## src/hdl/cpmc_pkg.sv

```systemverilog
// Purpose: shared constants and types of the privilege mode controller
// Assumes: 8-bit register port, one core command per cycle
// Notes: register indices are word addresses on the plain register port
package cpmc_pkg;
	localparam int CPMC_DW = 8;
	localparam int CPMC_AW = 4;
	localparam int CPMC_GROUPS = 16;
	localparam int CPMC_GW = 4;
	localparam int CPMC_DEPTH = 8;
	localparam int CPMC_DEPTH_W = 4;
	localparam int CPMC_VA_W = 24;
	localparam int CPMC_ST_W = 4;
	// call target that drops from system into user mode
	localparam logic [CPMC_VA_W-1:0] CPMC_USER_ENTRY_VA = 24'h800000;
	// register indices
	localparam logic [CPMC_AW-1:0] CPMC_REG_MODE = 4'h0;
	localparam logic [CPMC_AW-1:0] CPMC_REG_CFG = 4'h1;
	localparam logic [CPMC_AW-1:0] CPMC_REG_GRANT_LO = 4'h2;
	localparam logic [CPMC_AW-1:0] CPMC_REG_GRANT_HI = 4'h3;
	localparam logic [CPMC_AW-1:0] CPMC_REG_INT_STAT = 4'h4;
	localparam logic [CPMC_AW-1:0] CPMC_REG_INT_MASK = 4'h5;
	localparam logic [CPMC_AW-1:0] CPMC_REG_DEPTH = 4'h6;
	// field positions
	localparam int CPMC_MODE_SM_BIT = 0;
	localparam int CPMC_MODE_SSM_BIT = 1;
	localparam int CPMC_CFG_IRQ_SYS_BIT = 0;
	localparam int CPMC_ST_SYSTEM_VECTOR_CALL_FAULT = 0;
	localparam int CPMC_ST_RETI_FAULT = 1;
	localparam int CPMC_ST_USER_ENTRY = 2;
	localparam int CPMC_ST_STACK_OVF = 3;
	// reset values
	localparam logic CPMC_SSM_RST = 1'h1;
	localparam logic CPMC_SM_RST = 1'h0;
	localparam logic CPMC_IRQ_SYS_RST = 1'h1;
	localparam logic [CPMC_GROUPS-1:0] CPMC_GRANT_RST = 16'h0000;
	localparam logic [CPMC_ST_W-1:0] CPMC_ST_RST = 4'h0;
	localparam logic [CPMC_DW-1:0] CPMC_DENIED_RDATA = 8'h00;
	localparam logic [CPMC_DW-1:0] CPMC_UNMAPPED_RDATA = 8'h00;
	localparam logic [CPMC_DEPTH_W-1:0] CPMC_DEPTH_ZERO = 4'h0;
	localparam logic [CPMC_DEPTH_W-1:0] CPMC_DEPTH_ONE = 4'h1;
	localparam logic [CPMC_DEPTH_W-1:0] CPMC_DEPTH_FULL = 4'h8;

	typedef enum logic [2:0] {
		CPMC_CMD_NONE,
		CPMC_CMD_SYSTEM_VECTOR_CALL,
		CPMC_CMD_EXC,
		CPMC_CMD_IRQ,
		CPMC_CMD_RETI,
		CPMC_CMD_CALL
	} cpmc_cmd_t;

	// saved context of one entry event
	typedef struct packed {
		logic irq;
		logic ssm;
		logic sm;
	} cpmc_frame_t;

	function automatic logic cpmc_is_user(input logic ssm, input logic sm);
		return !ssm && !sm;
	endfunction
endpackage

```

## src/hdl/cpmc_if.sv

```systemverilog
// Purpose: internal carriers of the privilege mode controller
// Assumes: single clock domain
// Notes: mode stack and peripheral guard links
`timescale 1ns/100ps
interface cpmc_stack_if;
	logic push;
	logic pop;
	cpmc_pkg::cpmc_frame_t push_frame;
	cpmc_pkg::cpmc_frame_t top_frame;
	logic empty;
	logic full;
	logic [cpmc_pkg::CPMC_DEPTH_W-1:0] depth;
	modport ctrl(output push, pop, push_frame, input top_frame, empty, full, depth);
	modport store(input push, pop, push_frame, output top_frame, empty, full, depth);
endinterface

interface cpmc_guard_if;
	logic user;
	logic [cpmc_pkg::CPMC_GROUPS-1:0] grant;
	logic [cpmc_pkg::CPMC_GW-1:0] group;
	logic req;
	logic allow;
	logic [cpmc_pkg::CPMC_GROUPS-1:0] rights;
	modport ctrl(output user, grant, group, req, input allow, rights);
	modport guard(input user, grant, group, req, output allow, rights);
endinterface

```

## src/hdl/cpmc_mode_stack.sv

```systemverilog
// Purpose: nesting stack of saved privilege contexts
// Assumes: push and pop never in the same cycle
// Notes: a push when full is dropped; the caller flags it
`timescale 1ns/100ps
module cpmc_mode_stack (
	input wire logic sys_clk_i,
	input wire logic nrst_i,
	cpmc_stack_if.store stk
);
	cpmc_pkg::cpmc_frame_t frames [cpmc_pkg::CPMC_DEPTH];
	logic [cpmc_pkg::CPMC_DEPTH_W-1:0] depth;

	// ==========================================================
	// depth counter
	always_ff @(posedge sys_clk_i or negedge nrst_i) begin
		if (!nrst_i) begin
			depth <= cpmc_pkg::CPMC_DEPTH_ZERO;
		end else if (stk.push && !stk.full) begin
			depth <= depth + cpmc_pkg::CPMC_DEPTH_ONE;
		end else if (stk.pop && !stk.empty) begin
			depth <= depth - cpmc_pkg::CPMC_DEPTH_ONE;
		end
	end

	// frame storage, no reset needed: read only below depth
	always_ff @(posedge sys_clk_i) begin
		if (stk.push && !stk.full) begin
			frames[depth[cpmc_pkg::CPMC_DEPTH_W-2:0]] <= stk.push_frame;
		end
	end

	// status towards the controller
	assign stk.empty = (depth == cpmc_pkg::CPMC_DEPTH_ZERO);
	assign stk.full = (depth == cpmc_pkg::CPMC_DEPTH_FULL);
	assign stk.depth = depth;
	assign stk.top_frame = frames[3'(depth - cpmc_pkg::CPMC_DEPTH_ONE)];
endmodule // cpmc_mode_stack

```

## src/hdl/cpmc_sfr_guard.sv

```systemverilog
// Purpose: access rights of the peripheral register groups
// Assumes: grant vector written by system-mode code
// Notes: combinational, answers in the request cycle
`timescale 1ns/100ps
module cpmc_sfr_guard (
	cpmc_guard_if.guard gd
);
	// ==========================================================
	// per group right: full outside user mode, else grant bit
	for (genvar g = 0; g < cpmc_pkg::CPMC_GROUPS; g++) begin : g_right
		assign gd.rights[g] = !gd.user || gd.grant[g];
	end

	// a denied request is simply not allowed through
	assign gd.allow = gd.req && gd.rights[gd.group];
endmodule // cpmc_sfr_guard

```

## src/hdl/cpmc_top.sv

```systemverilog
// Purpose: privilege mode controller of an 8-bit secure core
// Assumes: core gives one command per cycle, inputs synchronous to sys_clk_i
// Notes: registers on a plain port, read data one cycle after the strobe
//
// The implementer's own choices: the address-and-strobe port and the register offsets.
`timescale 1ns/100ps

// Behaviour
// - in user mode a peripheral group is usable only when system code granted it.
// - the privilege level is held in two flags, super-system and system.
// - both flags clear means the core runs in user mode.
// - a system vector call sets the system flag.
// - a system vector call outside user mode raises an exception instead.
// - every exception entry sets the system flag.
// - a system-writable setting picks whether interrupts run in user or system mode.
// - a return from an entry restores the flags saved at that entry.
// - a return in user mode needs user interrupts and an active interrupt, else it faults.
// - a call to 0x800000 in system mode switches to user mode at that address.
// - that system-to-user call pushes no return address.
// - software writes to the flags can only clear them.
// - system mode may reach every peripheral and management register.
// - no software path sets the super-system flag.
// - a register access not allowed in the current mode is ignored, reads fixed.
// - outside user mode all groups show full access.
module cpmc_top (
	input wire logic sys_clk_i,
	input wire logic nrst_i,
	input wire logic [2:0] core_cmd_i,
	input wire logic [cpmc_pkg::CPMC_VA_W-1:0] call_addr_i,
	input wire logic [cpmc_pkg::CPMC_AW-1:0] reg_addr_i,
	input wire logic [cpmc_pkg::CPMC_DW-1:0] reg_wdata_i,
	input wire logic reg_wr_i,
	input wire logic reg_rd_i,
	output logic [cpmc_pkg::CPMC_DW-1:0] reg_rdata_o,
	input wire logic [cpmc_pkg::CPMC_GW-1:0] periph_group_i,
	input wire logic periph_req_i,
	output logic periph_allow_o,
	output logic [cpmc_pkg::CPMC_GROUPS-1:0] group_rights_o,
	output logic super_system_flag_o,
	output logic system_level_flag_o,
	output logic user_mode_o,
	output logic exc_raise_o,
	output logic ret_push_o,
	output logic user_jump_o,
	output logic irq_o
);
	// ==========================================================
	// state
	logic super_system_flag;
	logic system_level_flag;
	logic irq_sys;
	logic [cpmc_pkg::CPMC_GROUPS-1:0] grant;
	logic [cpmc_pkg::CPMC_ST_W-1:0] int_stat;
	logic [cpmc_pkg::CPMC_ST_W-1:0] int_mask;
	logic [cpmc_pkg::CPMC_DW-1:0] rdata;
	logic exc_raise;
	logic user_jump;

	// next values and decoded events
	logic next_ssm;
	logic next_sm;
	logic mode_evt;
	logic take_exc;
	logic system_vector_call_fault;
	logic reti_fault;
	logic user_entry;
	logic stack_ovf;
	logic user;
	logic call_to_user;
	logic reti_ok;
	logic priv_wr;
	logic [cpmc_pkg::CPMC_ST_W-1:0] evt_vec;
	cpmc_pkg::cpmc_cmd_t cmd;

	cpmc_stack_if stk ();
	cpmc_guard_if gd ();

	// registers reserved for privileged code
	function automatic logic reg_guarded(input logic [cpmc_pkg::CPMC_AW-1:0] a);
		return a == cpmc_pkg::CPMC_REG_CFG || a == cpmc_pkg::CPMC_REG_GRANT_LO ||
			a == cpmc_pkg::CPMC_REG_GRANT_HI || a == cpmc_pkg::CPMC_REG_INT_STAT ||
			a == cpmc_pkg::CPMC_REG_INT_MASK;
	endfunction

	// ==========================================================
	// submodules
	cpmc_mode_stack u_stack (
		.sys_clk_i(sys_clk_i),
		.nrst_i(nrst_i),
		.stk(stk)
	);

	cpmc_sfr_guard u_guard (
		.gd(gd)
	);

	assign gd.user = user;
	assign gd.grant = grant;
	assign gd.group = periph_group_i;
	assign gd.req = periph_req_i;

	// ==========================================================
	// mode decode
	assign cmd = cpmc_pkg::cpmc_cmd_t'(core_cmd_i);
	assign user = cpmc_pkg::cpmc_is_user(super_system_flag, system_level_flag);
	// only plain system mode may drop to user; boot code must clear ssm first
	assign call_to_user = (call_addr_i == cpmc_pkg::CPMC_USER_ENTRY_VA) &&
		system_level_flag && !super_system_flag;
	// user-mode return only from an interrupt that itself ran in user mode
	assign reti_ok = !stk.empty && (!user || (!irq_sys && stk.top_frame.irq));
	// privileged register writes; user-mode writes are dropped
	assign priv_wr = reg_wr_i && !user;

	// ==========================================================
	// mode transitions, one core command per cycle
	always_comb begin
		next_ssm = super_system_flag;
		next_sm = system_level_flag;
		mode_evt = 1'b1;
		take_exc = 1'b0;
		system_vector_call_fault = 1'b0;
		reti_fault = 1'b0;
		user_entry = 1'b0;
		stk.push = 1'b0;
		stk.pop = 1'b0;
		stk.push_frame = '{irq: 1'b0, ssm: super_system_flag, sm: system_level_flag};
		unique case (cmd)
			cpmc_pkg::CPMC_CMD_NONE: begin
				mode_evt = 1'b0;
			end
			cpmc_pkg::CPMC_CMD_SYSTEM_VECTOR_CALL: begin
				stk.push = 1'b1;
				next_sm = 1'b1;
				if (!user) begin
					system_vector_call_fault = 1'b1;
					take_exc = 1'b1;
				end
			end
			cpmc_pkg::CPMC_CMD_EXC: begin
				stk.push = 1'b1;
				next_sm = 1'b1;
				take_exc = 1'b1;
			end
			cpmc_pkg::CPMC_CMD_IRQ: begin
				stk.push = 1'b1;
				stk.push_frame.irq = 1'b1;
				if (irq_sys) begin
					next_sm = 1'b1;
				end
			end
			cpmc_pkg::CPMC_CMD_RETI: begin
				if (reti_ok) begin
					stk.pop = 1'b1;
					next_ssm = stk.top_frame.ssm;
					next_sm = stk.top_frame.sm;
				end else begin
					reti_fault = 1'b1;
					take_exc = 1'b1;
					stk.push = 1'b1;
					next_sm = 1'b1;
				end
			end
			cpmc_pkg::CPMC_CMD_CALL: begin
				if (call_to_user) begin
					next_ssm = 1'b0;
					next_sm = 1'b0;
					user_entry = 1'b1;
				end else begin
					mode_evt = 1'b0;
				end
			end
			default: begin
				mode_evt = 1'b0;
			end
		endcase
		// software may only clear; a hardware event in the same cycle wins
		if (!mode_evt && reg_wr_i && reg_addr_i == cpmc_pkg::CPMC_REG_MODE) begin
			next_ssm = super_system_flag && reg_wdata_i[cpmc_pkg::CPMC_MODE_SSM_BIT];
			next_sm = system_level_flag && reg_wdata_i[cpmc_pkg::CPMC_MODE_SM_BIT];
		end
	end

	// overflow: the context is lost, so software must hear of it
	assign stack_ovf = stk.push && stk.full;

	// ==========================================================
	// privilege flags; no path above ever sets ssm except restore
	always_ff @(posedge sys_clk_i or negedge nrst_i) begin
		if (!nrst_i) begin
			super_system_flag <= cpmc_pkg::CPMC_SSM_RST;
			system_level_flag <= cpmc_pkg::CPMC_SM_RST;
		end else begin
			super_system_flag <= next_ssm;
			system_level_flag <= next_sm;
		end
	end

	// ==========================================================
	// configuration, system mode only
	always_ff @(posedge sys_clk_i or negedge nrst_i) begin
		if (!nrst_i) begin
			irq_sys <= cpmc_pkg::CPMC_IRQ_SYS_RST;
		end else if (priv_wr && reg_addr_i == cpmc_pkg::CPMC_REG_CFG) begin
			irq_sys <= reg_wdata_i[cpmc_pkg::CPMC_CFG_IRQ_SYS_BIT];
		end
	end

	// group grants, written byte by byte
	always_ff @(posedge sys_clk_i or negedge nrst_i) begin
		if (!nrst_i) begin
			grant <= cpmc_pkg::CPMC_GRANT_RST;
		end else if (priv_wr && reg_addr_i == cpmc_pkg::CPMC_REG_GRANT_LO) begin
			grant[cpmc_pkg::CPMC_DW-1:0] <= reg_wdata_i;
		end else if (priv_wr && reg_addr_i == cpmc_pkg::CPMC_REG_GRANT_HI) begin
			grant[cpmc_pkg::CPMC_GROUPS-1:cpmc_pkg::CPMC_DW] <= reg_wdata_i;
		end
	end

	// ==========================================================
	// interrupt status: sticky, write one to clear, set wins
	always_comb begin
		evt_vec = cpmc_pkg::CPMC_ST_RST;
		evt_vec[cpmc_pkg::CPMC_ST_SYSTEM_VECTOR_CALL_FAULT] = system_vector_call_fault;
		evt_vec[cpmc_pkg::CPMC_ST_RETI_FAULT] = reti_fault;
		evt_vec[cpmc_pkg::CPMC_ST_USER_ENTRY] = user_entry;
		evt_vec[cpmc_pkg::CPMC_ST_STACK_OVF] = stack_ovf;
	end

	always_ff @(posedge sys_clk_i or negedge nrst_i) begin
		if (!nrst_i) begin
			int_stat <= cpmc_pkg::CPMC_ST_RST;
		end else if (priv_wr && reg_addr_i == cpmc_pkg::CPMC_REG_INT_STAT) begin
			int_stat <= (int_stat & ~reg_wdata_i[cpmc_pkg::CPMC_ST_W-1:0]) | evt_vec;
		end else begin
			int_stat <= int_stat | evt_vec;
		end
	end

	always_ff @(posedge sys_clk_i or negedge nrst_i) begin
		if (!nrst_i) begin
			int_mask <= cpmc_pkg::CPMC_ST_RST;
		end else if (priv_wr && reg_addr_i == cpmc_pkg::CPMC_REG_INT_MASK) begin
			int_mask <= reg_wdata_i[cpmc_pkg::CPMC_ST_W-1:0];
		end
	end

	assign irq_o = |(int_stat & int_mask);

	// ==========================================================
	// read port; guarded registers read a fixed value in user mode
	always_ff @(posedge sys_clk_i or negedge nrst_i) begin
		if (!nrst_i) begin
			rdata <= cpmc_pkg::CPMC_UNMAPPED_RDATA;
		end else if (reg_rd_i && user && reg_guarded(reg_addr_i)) begin
			rdata <= cpmc_pkg::CPMC_DENIED_RDATA;
		end else if (reg_rd_i) begin
			unique case (reg_addr_i)
				cpmc_pkg::CPMC_REG_MODE: begin
					rdata <= {6'h00, super_system_flag, system_level_flag};
				end
				cpmc_pkg::CPMC_REG_CFG: begin
					rdata <= {7'h00, irq_sys};
				end
				cpmc_pkg::CPMC_REG_GRANT_LO: begin
					rdata <= grant[cpmc_pkg::CPMC_DW-1:0];
				end
				cpmc_pkg::CPMC_REG_GRANT_HI: begin
					rdata <= grant[cpmc_pkg::CPMC_GROUPS-1:cpmc_pkg::CPMC_DW];
				end
				cpmc_pkg::CPMC_REG_INT_STAT: begin
					rdata <= {4'h0, int_stat};
				end
				cpmc_pkg::CPMC_REG_INT_MASK: begin
					rdata <= {4'h0, int_mask};
				end
				cpmc_pkg::CPMC_REG_DEPTH: begin
					rdata <= {4'h0, stk.depth};
				end
				default: begin
					rdata <= cpmc_pkg::CPMC_UNMAPPED_RDATA;
				end
			endcase
		end else begin
			rdata <= cpmc_pkg::CPMC_UNMAPPED_RDATA; // data stands one cycle only
		end
	end

	// ==========================================================
	// core-facing pulses, registered one cycle after the command
	always_ff @(posedge sys_clk_i or negedge nrst_i) begin
		if (!nrst_i) begin
			exc_raise <= 1'b0;
			user_jump <= 1'b0;
		end else begin
			exc_raise <= take_exc;
			user_jump <= user_entry;
		end
	end

	// no return address for the drop to user mode
	assign ret_push_o = (cmd == cpmc_pkg::CPMC_CMD_CALL) && !call_to_user;

	// ==========================================================
	// outputs
	assign reg_rdata_o = rdata;
	assign super_system_flag_o = super_system_flag;
	assign system_level_flag_o = system_level_flag;
	assign user_mode_o = user;
	assign exc_raise_o = exc_raise;
	assign user_jump_o = user_jump;
	assign periph_allow_o = gd.allow;
	assign group_rights_o = gd.rights;
endmodule // cpmc_top

```

## config.mk

```make
export PLATFORM = sky130hd
export DESIGN_NAME = cpmc_top
export DESIGN_NICKNAME = d
export VERILOG_FILES = /design/src/hdl/cpmc_pkg.sv /design/src/hdl/cpmc_if.sv /design/src/hdl/cpmc_mode_stack.sv /design/src/hdl/cpmc_sfr_guard.sv /design/src/hdl/cpmc_top.sv
export SDC_FILE = /design/constraint.sdc
export NUM_CORES = 1
export LEC_CHECK = 0
export ABC_AREA = 0
export BUFFER_PORTS_ARGS = -buffer_cell sky130_fd_sc_hd__buf_2
export CELL_PAD_IN_SITES_DETAIL_PLACEMENT = 0
export CELL_PAD_IN_SITES_GLOBAL_PLACEMENT = 1
export CORE_ASPECT_RATIO = 2
export CORE_MARGIN = 5
export CORE_UTILIZATION = 42
export DETAILED_ROUTE_END_ITERATION = 7
export GPL_TIMING_DRIVEN = 0
export PLACE_DENSITY_LB_ADDON = 0.1
export SYNTH_ARGS = -nofsm -noshare
export SYNTH_HDL_FRONTEND = slang
export SYNTH_SLANG_ARGS = --single-unit
```

## constraint.sdc

```tcl
create_clock -name sys_clk_i -period 4.1 [get_ports sys_clk_i]
set_input_delay 0.205 -clock sys_clk_i [delete_from_list [all_inputs] [get_ports sys_clk_i]]
set_output_delay 0.205 -clock sys_clk_i [all_outputs]
set_load 0.005 [all_outputs]
```

==> results of run 1 <==
==> worst min-delay path by stage <==
stage               depth (start not counted)             end  slack [ns]    from
detailed placement                          1    gd.grant[13]        0.41  nrst_i
CTS                                         1  reg_rdata_o[5]        0.05  nrst_i
finish                                      1     gd.grant[5]        0.02  nrst_i
global route                                1     gd.grant[5]        0.09  nrst_i
floorplan                                   0     exc_raise_o       -0.09  nrst_i
global placement                            1    gd.grant[13]        0.39  nrst_i
==> metal layers <==
layer | part of all wire [%] | wire [µm] | vias to the layer above | GRT usage, %
met5 | 0 | 0 | - | 0
met4 | 3.0 | 304 | 0 | 9.88
met3 | 3.5 | 349 | 21 | 4.09
met2 | 60 | 6060 | 72 | 41.9
met1 | 33 | 3370 | 1314 | 21.1
li1 | - | - | 1305 | -
==> through the flow <==
step | power [mW] | hold slack, ns | cells | setup slack [ns]
6_report | 2.70 | 0.0172 | 486 | 0.232
5_1_grt | 2.87 | 0.0914 | 486 | 0.0331
4_1_cts | 2.73 | 0.0484 | 486 | 0.171
3_5_place_dp | 2.03 | 0.405 | 470 | 0.203
3_3_place_gp | 2.02 | 0.392 | 470 | 0.209
2_1_floorplan | 1.64 | -0.0906 | 295 | 1.06
==> cell type report <==
| class | instances | area (µm²) | share of cell area (%) |
|---|---|---|---|
| sequential | 65 | 1750 | 41.5 |
| tap | 96 | 120 | 2.85 |
| inverter | 4 | 15.0 | 0.356 |
| timing repair buffer | 79 | 395 | 9.37 |
| clock buffer | 13 | 250 | 5.93 |
| clock inverter | 3 | 16.3 | 0.386 |
| multi-input combinational | 208 | 1590 | 37.8 |
| buffer | 18 | 80.1 | 1.90 |
==> cell families after synthesis <==
logic type	synth area share (%)
AO/OA/AOI/OAI	9.08
XOR/XNOR	0.769
adder cells (fa/ha/maj)	0.732
buffers and inverters	2.78
flip-flops	51.2
multiplexers	17.5
AND/OR/NAND/NOR	18.0
==> worst max-delay path: cells and delay by family (launching register included) <==
family,cells,cell delay (ns)
adders and majority gates,1,0.31
DFF,1,0.37
buffers and inverters,4,1.00
and+or+nand+nor,2,0.74
AOI/OAI and AO/OA,3,1.07
==> registers in the layout (all words and copies together), names as in the netlist <==
| register | cells |
|---|---|
| u_stack.frames | 24 |
| gd.grant | 16 |
| reg_rdata_o | 8 |
| int_mask | 4 |
| int_stat | 4 |
| u_stack.stk.depth | 4 |
| exc_raise_o | 1 |
| irq_sys | 1 |
| super_system_flag_o | 1 |
| system_level_flag_o | 1 |
| user_jump_o | 1 |
==> power breakdown <==
part           switching (mW)  internal [mW]
clock network           0.258          0.422
logic                   0.550          0.472
registers               0.151          0.850
==> placed cells by master (no fill, tap or decap), types with 2 or more instances in the layout <==
| cell | count |
|---|---|
| ha_1 | 2 |
| and2_1 | 2 |
| nor4b_2 | 3 |
| nor3_1 | 5 |
| o21ai_0 | 10 |
| or2_2 | 3 |
| nand3b_1 | 2 |
| dfstp_2 | 2 |
| mux2_2 | 25 |
| mux4_1 | 4 |
| mux2i_1 | 6 |
| buf_2 | 83 |
| nor2_1 | 23 |
| edfxtp_1 | 24 |
| xnor2_1 | 2 |
| clkbuf_1 | 15 |
| nor2b_1 | 6 |
| a22oi_1 | 7 |
| a221oi_1 | 2 |
| clkbuf_16 | 9 |
| or3_1 | 19 |
| a222oi_1 | 3 |
| nand2_1 | 28 |
| and3_1 | 4 |
| o22ai_1 | 2 |
| mux4_2 | 6 |
| dfrtp_1 | 39 |
| nor4_1 | 7 |
| o21a_1 | 2 |
| nand3_1 | 5 |
| a21oi_1 | 7 |
| inv_1 | 4 |
| nand4_1 | 3 |
==> impl_metrics.ini, run 1 <==
[setup_path]
worstSetupPathType = reg2reg
rrSetupSlack_ns = 0.23
worstSetupStartpoint = u_stack.stk.depth[0]
critPathMaxFanout = 10
r2r-end = u_stack.frames[1][2]
crit_chain = buf_6, clkbuf_1, inv_1, ha_1, buf_2, nor2b_1, a222oi_1, o21ai_1, a31o_4, nor4_1
worstRegToRegCells = 10
slowest_stage = nor4_1
max_stage_delay_ns = 0.59
end_kind = flop
cp-endpoint = u_stack.frames[1][2]
start_kind = flop
required_ns = 4.05
r2r-start = u_stack.stk.depth[0]
critical_path_arrival_ns = 3.82

[sta]
fin_crit_sh_pct = 94.3
setup_viol = 0
rsz0062_at_grt = false
final-max-slew-violation-count = 0
max_freq_ghz = 0.259
relSlewSlack_pct = 35.8
tns_ns = 0
finalCriticalPeriod_ns = 3.87
tightest_slew_ns = 0.963
final-hold-violation-count = 0
clock_skew_ns = 0.00588

[final_layout]
fin_util_pct = 53.1
antennaDiodeCount = 0
nets = 435
synthToLayoutAreaGrowth_pct = 23.4
layout-drive-gt1-share_pct = 35.1
nFillCells = 753
stdcell_area_um2 = 4220

[yosys]
synth.largest_area_cell = dfrtp_1
yosysTopAreaCellShare_pct = 28.6
yosysWarnings = 0
ys_seq_elements = 65
synthCells = 295
synthArstFlopShare_pct = 63.1
yosysMostFrequentCell = dfrtp_1
syn_avg_cell_area_um2 = 11.6
syn_nets = 345
synthFlopType = dfrtp_1
synth-edff-count = 24
ys_top_cells_by_count = dfrtp_1 (39), nand2_1 (28), mux2_2 (25)
synth_top_cells_by_area = dfrtp_1 (29%), edfxtp_1 (21%), mux2_2 (8.2%)
netlist_area_um2 = 3420
synth.distinct_cells = 53
yosysSeqAreaShare_pct = 51.2

[detailed_routing]
drt_iter0_drc = 179
dr.pass1.iters = 4
dr_total_vias = 2712
wl_um = 10100
wire_per_inst_um = 20.8
drc = 0
final_antenna_net_count = 0
viasPerCell = 5.58

[placement]
gp_congestion = 0.904
post_dp_cell_area_um2 = 3930
io_buffer_count = 79
hpwlAfterDp_um = 7960

[clocking]
post_cts_buffers = 0
clockBufferDepth = 2
cts_resized = 0
root_buffer = clkbuf_16
cts_buffers = 9
tritoncts = built
clkSlewWorstSetupHoldPaths_ns = 0.05
cts.htree.levels = 3
hold_buffers = 0
clock_latency_ns = 0.33
cts.sinks = 65

[flow_run]
maxCapViolations = 0

[power]
power_leakage_nw = 1.79
powerDensity_nw_per_um2 = 640
vdd_drop_max_mv = 0.311

[outcome]
status = finished, final reports clean

[global_routing]
grt_pass1_wl_um = 15700
overflow = 0
antenna_found_initial = 0
grt_use_total_pct = 21.7
grt_pass1_vias = 2898
grt_max_degree = 42

[floorplan]
core_area_um2 = 7940
placementRows = 46
start_util_pct = 43.0
die_height_um = 138
io_pins = 80
die_w_um = 73.8
die_area_um2 = 10200

[worst_hold_path]
hold_path_class = in2async
Note: power is estimated with default switching activity, not from simulation.
==> inputs of run 2 (changes only) <==
Settings changed: CELL_PAD_IN_SITES_DETAIL_PLACEMENT 0 to not set, CELL_PAD_IN_SITES_GLOBAL_PLACEMENT 1 to not set, CORE_UTILIZATION 42 to 50, CTS_BUF_LIST set to sky130_fd_sc_hd__clkbuf_4 sky130_fd_sc_hd__clkbuf_8 sky130_fd_sc_hd__clkbuf_16, HOLD_SLACK_MARGIN set to 0.08, PLACE_DENSITY set to 0.75, PLACE_DENSITY_LB_ADDON 0.1 to not set.
==> run 2 against run 1 <==
Via count grew 4.2%; clock power increased by 14%; largest cell class unchanged; largest power group is now registers; first-iteration DRC count is 0.56% lower; hold slack better by 0.10 ns; flip-flop and latch count unchanged; clock skew rose by 0.0021 ns; highest routed layer unchanged; count of clock-buffer cells in the layout fell by 1; fmax rose by 1.9%.
==> impl_metrics.ini, run 2 (synthesis results as in run 1) <==
[outcome]
status = finished, final reports clean

[setup_path]
r2r-end = u_stack.frames[4][0]
required_ns = 4.06
cp_common_cell = nor4b_1
max_stage_delay_ns = 0.69
slowest_stage = nor4b_1
crit_chain = buf_6, clkbuf_1, inv_1, ha_1, buf_2, mux4_2, nor4b_1, a221o_1, a21oi_1, nor4b_1
rrSetupSlack_ns = 0.30
start_kind = flop
worstRegToRegCells = 10
critPathMaxFanout = 10
worstSetupPathType = reg2reg
critical_path_arrival_ns = 3.76
end_kind = flop
r2r-start = u_stack.stk.depth[0]

[detailed_routing]
wire_per_inst_um = 19.8
wl_um = 9460
wl_met3_um = 401
top_layer = met4
final_antenna_net_count = 0
drc = 0
dr.pass1.iters = 7
met1_length_um = 3060
met2WireLength_um = 5610
viasPerCell = 5.90
dr_total_vias = 2825
drt_iter0_drc = 178

[floorplan]
die_area_um2 = 8690
die_w_um = 68.5
die_height_um = 127
core_area_um2 = 6620
placementRows = 42
io_pins = 80
start_util_pct = 51.6

[placement]
dp_slack_ns = 0.311
gp_congestion = 0.877
hpwlAfterDp_um = 7340
dp.cells = 462
io_buffer_count = 79

[worst_hold_path]
hold_path_class = in2reg
worstHoldStart = reg_wdata_i[5]
min_to = gd.grant[13]
whs_path_depth = 2

[clocking]
post_cts_buffers = 0
root_buffer = clkbuf_16
cts.sinks = 65
cts.htree.levels = 3
cts_buffers = 9
clock_latency_ns = 0.33
clkSlewWorstSetupHoldPaths_ns = 0.05
tritoncts = built
clockBufferDepth = 2

[final_layout]
nets = 436
final_common_cell = buf_2
multi_input_area_um2 = 1570
largest_reg_flops = 24
final-instance-count-excl-fill = 479
nFillCells = 583
layout-drive-gt1-share_pct = 35.3
seqCellArea_um2 = 1750
antennaDiodeCount = 0
layout_common_cells = buf_2 (83), dfrtp_1 (39), nand2_1 (28)
synthToLayoutAreaGrowth_pct = 24.0

[power]
p_total_mw = 2.78
vdd_drop_max_mv = 0.588
powerDensity_nw_per_um2 = 656
power_leakage_nw = 1.81

[global_routing]
overflow = 0
grt_use_total_pct = 23.9
antenna_found_initial = 0
grt_pass1_vias = 3052
grt_max_degree = 42
grt_pass1_wl_um = 15100

[sta]
tns_ns = 0
setup_ws_ns = 0.302
clock_skew_ns = 0.00794
tightest_slew_ns = 1.35
rsz0062_at_grt = false
fin_crit_sh_pct = 92.6
max_freq_ghz = 0.263
setup_viol = 0
relSlewSlack_pct = 9.01
final-max-slew-violation-count = 0
finalCriticalPeriod_ns = 3.80
final-hold-violation-count = 0

[flow_run]
maxCapViolations = 0
[run 2: worst max-delay path by stage]
stage                               startpoint              endpoint  slack, ns
final                     u_stack.stk.depth[0]  u_stack.frames[4][0]       0.30
after global routing      u_stack.stk.depth[0]  u_stack.frames[4][0]       0.02
after CTS                 u_stack.stk.depth[0]  u_stack.frames[4][0]       0.29
after detailed placement  u_stack.stk.depth[0]  u_stack.frames[4][0]       0.31
after global placement    u_stack.stk.depth[0]  u_stack.frames[4][0]       0.39
after floorplan           u_stack.stk.depth[0]  u_stack.frames[4][0]       1.06
[run 2: repair_timing]
item,in CTS,in global routing
hold endpoints to repair,39,0
hold buffers,1,0
gates resized for setup,0,0
[run 2: per-layer routing]
layer | up-vias | GRT usage (%)
met5 | - | 0
met4 | 0 | 13.2
met3 | 27 | 4.60
met2 | 100 | 43.8
met1 | 1400 | 23.3
li1 | 1298 | -
[run 2: per-stage QoR]
stage | util, % | hold slack, ns | cell area (µm²)
after floorplan | - | -0.0906 | 3420
after global placement | 59.3 | 0.377 | 3920
after detailed placement | 59.3 | 0.379 | 3920
after CTS | 64.0 | 0.112 | 4240
after global routing | 64.0 | 0.124 | 4240
final | 64.0 | 0.118 | 4240
[run 2: power by group]
part / switching, mW / internal, mW
Clock: 0.273 / 0.501
Sequential: 0.157 / 0.849
Combinational: 0.531 / 0.471
[run 2: layout make-up]
type / count / share of cell area [%]
plain buffers: 18 / 1.89
clock inverters: 4 / 1.21
clock buffers: 12 / 5.99
inverters: 4 / 0.354
multi-input cells: 208 / 37.1
flip-flops and latches: 65 / 41.3
well taps: 88 / 2.60
repair buffers: 80 / 9.56
[run 2: worst max-delay path: cells and delay by family (launching register included)]
family,cells,cell delay (ns)
buf+inv,4,0.92
simple gates,2,0.96
flops,1,0.36
mux,1,0.39
fa+ha+maj,1,0.32
compound gates,2,0.47
